[config.mk]
export PLATFORM = sky130hd
export DESIGN_NAME = clock_switch_failsafe_aux_clock
export DESIGN_NICKNAME = d
export VERILOG_FILES = /design/src/include/clock_switch_pkg.sv /design/src/rtl/clock_switch_failsafe_aux_clock.sv
export VERILOG_INCLUDE_DIRS = /design/src /design/src/include
export SDC_FILE = /design/constraint.sdc
export NUM_CORES = 1
export LEC_CHECK = 0
export BUFFER_PORTS_ARGS = -buffer_cell sky130_fd_sc_hd__clkbuf_2
export CAP_MARGIN = 20
export CORE_MARGIN = 2
export CORE_UTILIZATION = 55
export CTS_CLUSTER_SIZE = 14
export DETAILED_ROUTE_END_ITERATION = 16
export PLACE_DENSITY_LB_ADDON = 0.3
export SYNTH_ARGS = -nofsm -noshare
export SYNTH_HDL_FRONTEND = slang
export SYNTH_SLANG_ARGS = --single-unit
[constraint.sdc]
create_clock -name clk -period 3.88 [get_ports clk]
set_clock_uncertainty 0.2 [all_clocks]
set_input_delay 0 -clock clk [delete_from_list [all_inputs] [get_ports clk]]
set_output_delay 0 -clock clk [all_outputs]
set_load 0.1 [all_outputs]
[src/include/clock_switch_defs.svh]
// constants for the clock switch, fail-safe monitor and aux clock control
// assumes a 16-bit register port addressed by word index
`ifndef CLOCK_SWITCH_DEFS_SVH
`define CLOCK_SWITCH_DEFS_SVH

// ==========================================================
// register indices
`define ADDR_AUX_CTRL        8'h00
`define ADDR_OSC_CTRL        8'h01

// ==========================================================
// aux clock control fields and reset
`define AUX_SRC_BIT          13
`define AUX_MODE_HI          12
`define AUX_MODE_LO          11
`define AUX_DIV_HI           10
`define AUX_DIV_LO           8
`define AUX_REF_BIT          7
`define AUX_CTRL_RESET       16'h0000
`define AUX_CTRL_MASK        16'h3F80

// ==========================================================
// osc control fields
`define OSC_CUR_HI           14
`define OSC_CUR_LO           12
`define OSC_NEXT_HI          10
`define OSC_NEXT_LO          8
`define OSC_LOCK_BIT         5
`define OSC_FAIL_BIT         3
`define OSC_SEC_EN_BIT       1
`define OSC_REQ_BIT          0

// ==========================================================
// oscillator source codes
`define SRC_FRC              3'h0
`define SRC_FRC_PLL          3'h1
`define SRC_PRI              3'h2
`define SRC_PRI_PLL          3'h3
`define SRC_SEC              3'h4
`define SRC_LOW_POWER_RC             3'h5
`define SRC_FRC_DIV16        3'h6
`define SRC_FRC_DIVN         3'h7

// primary submode codes
`define SUB_EXT_CLK          2'h0
`define SUB_CRYSTAL          2'h1
`define SUB_HS_CRYSTAL       2'h2

// ==========================================================
// timing
`define NEW_CLK_CYCLES       4'hA

`endif

[src/include/clock_switch_pkg.sv]
// types for the clock switch block
// assumes clock_switch_defs.svh is not needed here: types only
package clock_switch_pkg;

    // ======================================================
    // switch sequencer states
    typedef enum logic [2:0] {
        ST_IDLE   = 3'b000,
        ST_START  = 3'b001,
        ST_WAIT   = 3'b010,
        ST_COUNT  = 3'b011,
        ST_SWITCH = 3'b100
    } sw_state_t;

    // configuration fuses as they arrive at the pins
    typedef struct packed {
        logic       switch_enable_fuse;
        logic       fail_safe_off_fuse;
        logic       watchdog_fuse;
        logic [2:0] initial_osc_fuse;
        logic [1:0] primary_osc_submode;
    } fuse_t;

    // status from the analog oscillators, pll and start-up timer
    typedef struct packed {
        logic startup_done;
        logic pll_lock;
        logic osc_fail;
        logic new_clk;
    } osc_stat_t;

    // oscillator enables {pll, low_power_rc, secondary, primary, frc}
    typedef struct packed {
        logic pll;
        logic low_power_rc;
        logic sec;
        logic pri;
        logic fast_rc;
    } osc_en_t;

endpackage

[src/rtl/clock_switch_failsafe_aux_clock.sv]
// clock switch sequencer, fail-safe monitor and aux clock control
// assumes fuse and oscillator status pins are asynchronous to clk
// Function
// - aux divider source: aux osc or pll
// - aux osc mode: ext, crystal, hs, off
// - aux output divider 1..64, 000 is 256
// - aux reference: primary or aux osc
// - aux register power-on reset, unused bits zero
// - primary submode fixed by fuses only
// - switching and monitor need fuse zero
// - disabled: next ignored, current shows fuse
// - disabled: request bit ignored, reads zero
// - equal sources: clear request, abort switch
// - valid switch clears lock and fail flag
// - start new osc, wait timer or lock
// - count ten new-clock cycles before change
// - changeover clears request, copies latched target to current
// - stop old osc, except kept low_power_rc, secondary
// - processor keeps running during switch
// - monitor on keeps low_power_rc running always
// - failure raises trap, forces fast rc
// - pll in use: fall back fast rc pll
// - three-bit source code table
// - fail flag set by monitor, software clears
// - lock bit shows pll locked and enabled
`include "clock_switch_defs.svh"

module clock_switch_failsafe_aux_clock
    import clock_switch_pkg::*;
(
    // clock and power-on reset
    input  wire logic        clk,
    input  wire logic        rstn,
    // register port
    input  wire logic [7:0]  addr,
    input  wire logic [15:0] wdata,
    input  wire logic        wr,
    input  wire logic        rd,
    output logic      [15:0] rdata_r,
    // fuses and oscillator status pins
    input  wire fuse_t       fuse_pins,
    input  wire osc_stat_t   stat_pins,
    // oscillator control
    output osc_en_t          osc_en_r,
    output logic      [2:0]  cur_r,
    output logic      [1:0]  primary_submode_r,
    output logic             trap_r,
    output logic             busy_r,
    // aux clock control
    output logic             aux_src_sel_r,
    output logic      [1:0]  aux_mode_r,
    output logic      [8:0]  aux_divisor_r,
    output logic             aux_ref_sel_r
);

    // ======================================================
    // functions
    // aux divider code to divide ratio
    function automatic logic [8:0] aux_divisor(input logic [2:0] code);
        case (code)
            3'h7:    aux_divisor = 9'h001;
            3'h6:    aux_divisor = 9'h002;
            3'h5:    aux_divisor = 9'h004;
            3'h4:    aux_divisor = 9'h008;
            3'h3:    aux_divisor = 9'h010;
            3'h2:    aux_divisor = 9'h020;
            3'h1:    aux_divisor = 9'h040;
            default: aux_divisor = 9'h100;
        endcase
    endfunction

    // oscillators a source needs running
    function automatic osc_en_t src_use(input logic [2:0] src);
        src_use = '0;
        case (src)
            `SRC_FRC, `SRC_FRC_DIV16, `SRC_FRC_DIVN: src_use.fast_rc = 1'b1;
            `SRC_FRC_PLL: begin
                src_use.fast_rc = 1'b1;
                src_use.pll = 1'b1;
            end
            `SRC_PRI:     src_use.pri = 1'b1;
            `SRC_PRI_PLL: begin
                src_use.pri = 1'b1;
                src_use.pll = 1'b1;
            end
            `SRC_SEC:     src_use.sec = 1'b1;
            default:      src_use.low_power_rc = 1'b1;
        endcase
    endfunction

    // ======================================================
    // pin synchronisers
    fuse_t     fuse_s1;
    fuse_t     fuse_s2;
    osc_stat_t stat_s1;
    osc_stat_t stat_s2;
    logic      fail_d_r;
    logic      new_clk_d_r;

    // two flops on every asynchronous pin
    always_ff @(posedge clk or negedge rstn) begin
        if (!rstn) begin
            fuse_s1 <= '0;
            fuse_s2 <= '0;
            stat_s1 <= '0;
            stat_s2 <= '0;
        end else begin
            fuse_s1 <= fuse_pins;
            fuse_s2 <= fuse_s1;
            stat_s1 <= stat_pins;
            stat_s2 <= stat_s1;
        end
    end

    // delayed copies for edge detection, read from stage two only
    always_ff @(posedge clk or negedge rstn) begin
        if (!rstn) begin
            fail_d_r    <= 1'b0;
            new_clk_d_r <= 1'b0;
        end else begin
            fail_d_r    <= stat_s2.osc_fail;
            new_clk_d_r <= stat_s2.new_clk;
        end
    end

    // ======================================================
    // decoded conditions
    sw_state_t  state_r;
    sw_state_t  state_nxt;
    logic [2:0] next_r;
    logic [2:0] tgt_r;
    logic       req_r;
    logic       cf_r;
    logic       lock_r;
    logic       sec_en_r;
    logic       loaded_r;
    logic [1:0] settle_r;
    osc_en_t    cur_use;
    logic [3:0] cnt_r;
    logic [15:0] aux_r;
    logic       sw_en;
    logic       fail_safe_monitor_en;
    logic       fail_evt;
    logic       new_edge;
    logic       ready;
    logic       wr_aux;
    logic       wr_osc;
    logic       cf_clr;

    assign sw_en    = ~fuse_s2.switch_enable_fuse;
    assign fail_safe_monitor_en  = sw_en & ~fuse_s2.fail_safe_off_fuse;
    assign new_edge = stat_s2.new_clk & ~new_clk_d_r;
    assign cur_use  = src_use(cur_r);
    assign fail_evt = fail_safe_monitor_en & loaded_r & stat_s2.osc_fail & ~fail_d_r
                      & (cur_r != `SRC_FRC) & (cur_r != `SRC_FRC_PLL);
    assign wr_aux   = wr & (addr == `ADDR_AUX_CTRL);
    assign wr_osc   = wr & (addr == `ADDR_OSC_CTRL);
    assign cf_clr   = wr_osc & ~wdata[`OSC_FAIL_BIT];

    // new source ready: crystal waits for timer, pll for lock
    always_comb begin
        ready = 1'b1;
        if ((tgt_r == `SRC_SEC) ||
            (((tgt_r == `SRC_PRI) || (tgt_r == `SRC_PRI_PLL)) &&
             (fuse_s2.primary_osc_submode != `SUB_EXT_CLK))) begin
            ready = ready & stat_s2.startup_done;
        end
        if ((tgt_r == `SRC_FRC_PLL) || (tgt_r == `SRC_PRI_PLL)) begin
            ready = ready & stat_s2.pll_lock;
        end
    end

    // ======================================================
    // switch sequencer; cpu is never stalled by it
    always_comb begin
        state_nxt = state_r;
        case (state_r)
            ST_IDLE:
                if (req_r && sw_en && !fail_evt && next_r != cur_r) begin
                    state_nxt = ST_START;
                end
            ST_START:  state_nxt = ST_WAIT;
            ST_WAIT:   if (ready) state_nxt = ST_COUNT;
            ST_COUNT:  if (cnt_r == `NEW_CLK_CYCLES) state_nxt = ST_SWITCH;
            ST_SWITCH: state_nxt = ST_IDLE;
            default:   state_nxt = ST_IDLE;
        endcase
        // a failure or losing the enable abandons any switch
        if (fail_evt || !sw_en) begin
            state_nxt = ST_IDLE;
        end
    end

    always_ff @(posedge clk or negedge rstn) begin
        if (!rstn) state_r <= ST_IDLE;
        else       state_r <= state_nxt;
    end

    // target latched at start so later next writes cannot steer it
    always_ff @(posedge clk or negedge rstn) begin
        if (!rstn)                   tgt_r <= `SRC_FRC;
        else if (state_r == ST_IDLE) tgt_r <= next_r;
    end

    // new-clock cycle counter, cleared outside the count state
    always_ff @(posedge clk or negedge rstn) begin
        if (!rstn) begin
            cnt_r <= 4'h0;
        end else if (state_r != ST_COUNT) begin
            cnt_r <= 4'h0;
        end else if (new_edge && cnt_r != `NEW_CLK_CYCLES) begin
            cnt_r <= cnt_r + 4'h1;
        end
    end

    // ======================================================
    // current source; fuse copy repeated every cycle until the synchroniser carries the
    // pins, else its reset zeros would stay as the initial source
    always_ff @(posedge clk or negedge rstn) begin
        if (!rstn) begin
            cur_r    <= `SRC_FRC;
            settle_r <= 2'b00;
            loaded_r <= 1'b0;
        end else begin
            settle_r <= {settle_r[0], 1'b1};
            loaded_r <= settle_r[1];
            if (!loaded_r || !sw_en) begin
                cur_r <= fuse_s2.initial_osc_fuse;
            end else if (fail_evt) begin
                cur_r <= cur_use.pll ? `SRC_FRC_PLL : `SRC_FRC;
            end else if (state_r == ST_SWITCH) begin
                cur_r <= tgt_r;
            end
        end
    end

    // request bit: set by software, cleared by hardware
    always_ff @(posedge clk or negedge rstn) begin
        if (!rstn) begin
            req_r <= 1'b0;
        end else if (!sw_en) begin
            req_r <= 1'b0;
        end else if (state_r == ST_IDLE && req_r && next_r == cur_r) begin
            req_r <= 1'b0;
        end else if (state_r == ST_SWITCH || fail_evt) begin
            req_r <= 1'b0;
        end else if (wr_osc && wdata[`OSC_REQ_BIT]) begin
            req_r <= 1'b1;
        end
    end

    // next source and secondary enable, software fields
    always_ff @(posedge clk or negedge rstn) begin
        if (!rstn) begin
            next_r   <= `SRC_FRC;
            sec_en_r <= 1'b0;
        end else if (wr_osc) begin
            next_r   <= wdata[`OSC_NEXT_HI:`OSC_NEXT_LO];
            sec_en_r <= wdata[`OSC_SEC_EN_BIT];
        end
    end

    // fail flag: a new failure wins over a software clear
    always_ff @(posedge clk or negedge rstn) begin
        if (!rstn) begin
            cf_r <= 1'b0;
        end else if (fail_evt) begin
            cf_r <= 1'b1;
        end else if (state_r == ST_START || cf_clr) begin
            cf_r <= 1'b0;
        end
    end

    // lock status, forced low at switch start and with pll off
    always_ff @(posedge clk or negedge rstn) begin
        if (!rstn) begin
            lock_r <= 1'b0;
        end else if (state_r == ST_START) begin
            lock_r <= 1'b0;
        end else begin
            lock_r <= osc_en_r.pll & stat_s2.pll_lock;
        end
    end

    // trap pulse and busy level
    always_ff @(posedge clk or negedge rstn) begin
        if (!rstn) begin
            trap_r <= 1'b0;
            busy_r <= 1'b0;
        end else begin
            trap_r <= fail_evt;
            busy_r <= (state_nxt != ST_IDLE);
        end
    end

    // ======================================================
    // oscillator enables: current, target while switching, keepers
    always_ff @(posedge clk or negedge rstn) begin
        if (!rstn) begin
            osc_en_r <= '0;
        end else begin
            osc_en_r <= src_use(cur_r)
                      | ((state_r != ST_IDLE) ? src_use(tgt_r) : '0)
                      | {1'b0, fail_safe_monitor_en | fuse_s2.watchdog_fuse,
                         sec_en_r, 2'b00};
        end
    end

    // primary submode follows the fuses, never software
    always_ff @(posedge clk or negedge rstn) begin
        if (!rstn) primary_submode_r <= `SUB_EXT_CLK;
        else       primary_submode_r <= fuse_s2.primary_osc_submode;
    end

    // ======================================================
    // aux clock control register, power-on reset only
    always_ff @(posedge clk or negedge rstn) begin
        if (!rstn)       aux_r <= `AUX_CTRL_RESET;
        else if (wr_aux) aux_r <= wdata & `AUX_CTRL_MASK;
    end

    // aux control decoded to flopped outputs
    always_ff @(posedge clk or negedge rstn) begin
        if (!rstn) begin
            aux_src_sel_r <= 1'b0;
            aux_mode_r    <= 2'h0;
            aux_divisor_r <= 9'h100;
            aux_ref_sel_r <= 1'b0;
        end else begin
            aux_src_sel_r <= aux_r[`AUX_SRC_BIT];
            aux_mode_r    <= aux_r[`AUX_MODE_HI:`AUX_MODE_LO];
            aux_divisor_r <= aux_divisor(aux_r[`AUX_DIV_HI:`AUX_DIV_LO]);
            aux_ref_sel_r <= aux_r[`AUX_REF_BIT];
        end
    end

    // ======================================================
    // read port, data one cycle after the strobe
    always_ff @(posedge clk or negedge rstn) begin
        if (!rstn) begin
            rdata_r <= 16'h0000;
        end else if (rd && addr == `ADDR_AUX_CTRL) begin
            rdata_r <= aux_r;
        end else if (rd && addr == `ADDR_OSC_CTRL) begin
            rdata_r <= {1'b0, cur_r, 1'b0, next_r, 2'b00, lock_r, 1'b0,
                        cf_r, 1'b0, sec_en_r, req_r & sw_en};
        end else begin
            rdata_r <= 16'h0000;
        end
    end
endmodule // clock_switch_failsafe_aux_clock

==> impl_metrics.ini <==
[detailed_routing]
post_drt_wl_per_cell_um = 14.4
drc = 0
drt_wl_total_um = 5960
vias = 2123
viasPerCell = 5.14
drtPass1Iterations = 4
drt_iter0_markers = 90
final_antenna_net_count = 0

[power_and_ir_drop]
seqPwrFrac_pct = 55.4
p_sw_share_pct = 27.8
power.density_mw_per_mm2 = 438
clkPwrFrac_pct = 31.2
internal_power_w = 0.00129
p_leak_nw = 2.05
switchingPower_w = 0.000498
peakVddDrop_mv = 0.382
p_comb_share_pct = 13.4

[global_routing]
grt_pass1_vias = 1977
grt_start_max_net_pins = 90
grt_first_pass_wirelength_um = 9450
overflow = 0
antenna_found_initial = 0
track_usage_pct = 20.2

[setup_path]
critical_path_class = primary input to flip-flop
required_ns = 3.92
critPathCaptureType = flip-flop
worst_setup_path_start_kind = primary input
crit_arrival_ns = 2.27
crit_fanout = 8

[place]
hpwl_um = 3770
postPlaceCellArea_mm2 = 0.00357
gp_congestion = 0.851
dp_slack_ns = 1.94
portBuffers = 69

[sta]
worst_slack_ns = 1.65
whs_ns = -0.0282
timing.final.max_slew_violations = 0
finalSetupViolations = 0
post-route-period-util_pct = 57.4
hold_viol_final = 41
fmax_mhz = 449
tns_ns = 0
min_period_ns = 2.23
worstMarginPinSlew_ns = 0.841
max_slew_margin_pct = 43.5
rsz0062_at_grt = no

[synth]
synthAdderAreaFrac_pct = 0.788
synth_common_cells = 88 x dfrtp_1, 13 x mux2_2, 13 x nand2_1, 13 x nor2_1, 7 x o21ai_0
muxShareOfSynthArea_pct = 4.93
synth_area_leaders = dfrtp_1 69%, mux2_2 4.6%, nand2_1 1.5%
synthXorXnorAreaFrac_pct = 1.93
synth_compound_area_share_pct = 6.93
synth_area_leader_cell = dfrtp_1
ys_seq_area_share_pct = 70.2
yosys.area_share.simple_pct = 12.8
synth_top_family_by_area = simple AND/OR/NAND/NOR gates
synth_cell_types = 46
synth-async-reset-ratio_pct = 100
synth_top_area_share_pct = 69.3
synth_area_mm2 = 0.00318
synth_cells = 229
ys_warn_count = 0
ys_ff_latch = 89
post-synth-top-count-cell = dfrtp_1
synthFlopType = dfrtp_1
synth_edf_count = 0
syn_avg_cell_area_um2 = 13.9

[finish]
seq_area_mm2 = 0.00223
nets = 378
antennaDiodeCount = 0
final_layout_size_suffix_gt1_share_pct = 30.2
fin_util_pct = 73.8
fill_cells = 388
multi_input_area_um2 = 891
syn2layout_area_growth_pct = 28.7
final_area_mm2 = 0.00409

[cts]
cts_tree = yes
cts.clk_slew.worst_paths_ns = 0.07
cts_sinks = 89
htree_levels = 3
cts_buffers = 9
insertion_delay_ns = 0.35
cts_setup_buffers = 0
cts-root-buf = clkbuf_8
cts_resized = 0
clockBufferDepth = 2

[die]
std_cell_rows = 27
die_area_mm2 = 0.00640
die_h_um = 80.0
num_io_pins = 81
coreArea_mm2 = 0.00554
die_w_um = 80.0
start_util_pct = 57.3

[flow_run]
drv_cap = 0

[outcome]
violations = hold timing
outcome = complete, but fails checks

[min_path]
hold_class = primary input to async pin
metal layers:
layer	part of all wire, %	global-route usage, %
met2	50	31.8
met5	0	0
met4	1.5	9.15
met1	43	26.2
met3	6.3	5.54
stage by stage:
stage          cells  power, W  hold WS [ns]
4_1_cts          412   0.00181        0.0735
3_5_place_dp     364   0.00123       -0.0904
3_3_place_gp     364   0.00122       -0.0917
6_report         413   0.00179       -0.0282
2_1_floorplan    233   0.00117        -0.496
5_1_grt          413   0.00186        0.0182
cell type report:
type	count	share of cell area (%)
clock buffers	13	3.89
clock inverters	3	0.367
inverters	4	0.367
multi-input cells	130	21.8
flip-flops and latches	89	54.5
well taps	72	2.20
repair buffers	102	16.8
registers in the layout, summed over array words and instances, names as in the netlist, 2 cells and up:
signal and flops:
cnt_r 4, primary_submode_r 2, next_r 3, stat_s2 4
rdata_r 12, stat_s1 4, cur_r 3, fuse_s2 8
settle_r 2, osc_en_r 5, fuse_s1 8, tgt_r 3
aux_divisor_r 8, aux_mode_r 2, aux_r 7, state_r 3
final timing paths:
kind | from | to | slack (ns) | cells after the start
hold / removal | rstn | aux_r[11]$_DFFE_PN0P_ | -0.03 | 2
setup reg to reg | req_r$_DFFE_PN0P_ | req_r$_DFFE_PN0P_ | 1.87 | 3
hold reg to reg | settle_r[1]$_DFF_PN0_ | loaded_r$_DFF_PN0_ | 0.15 | 0
min in group clk | stat_pins[2] | stat_s1[2]$_DFF_PN0_ | 0.09 | 2
max in group asynchronous | rstn | state_r[0]$_DFF_PN0_ | 2.89 | 3
setup / recovery | addr[0] | req_r$_DFFE_PN0P_ | 1.65 | 6
power groups by stage:
stage                     clock, W  combinational (W)  sequential, W
after global routing      0.000614           0.000255       0.000996
after CTS                 0.000574           0.000239       0.000992
after detailed placement         0           0.000216        0.00101
after floorplan                  0          0.0000625        0.00110
final                     0.000558           0.000240       0.000992
after global placement           0           0.000214        0.00101
repair_timing:
item,4_1_cts,5_1_grt
hold buffers,32,0
hold endpoints to repair,119,0
endpoints found under the setup margin,0,0
critical path, cell delays in order:
cell and delay [ns]:
dlygate4sd3_1 0.52, clkbuf_2 0.18, nand4_2 0.19, or3b_1 0.43, dlygate4sd3_1 0.59, a2111oi_2 0.34
cell usage in the layout (no fill, tap or decap), types with 2 or more instances in the layout:
cell type,n
ha_1,2
xor2_1,3
nand2_1,13
nor3b_1,5
clkbuf_2,68
conb_1,6
nor2_1,13
nand2b_1,4
and3b_1,3
and2_1,4
o21ai_0,7
mux2_2,13
a22o_1,5
and3_1,6
inv_1,4
o22ai_1,2
dfrtp_1,88
a21boi_0,2
nand3_1,4
clkinv_2,3
nand4_1,2
nand3b_1,2
clkbuf_8,11
clkbuf_1,2
xnor2_1,4
nor2b_1,4
dlygate4sd3_1,32
a21oi_1,3
nor3_1,4
cells by family after synthesis:
group                    after synthesis
flip-flops                            89
AND/OR/NAND/NOR                       71
AO/OA/AOI/OAI                         30
multiplexers                          14
buffers and inverters                 14
XOR/XNOR                               7
adder cells (fa/ha/maj)                2
other                                  2
No activity file was read; power rests on OpenSTA's default activity.
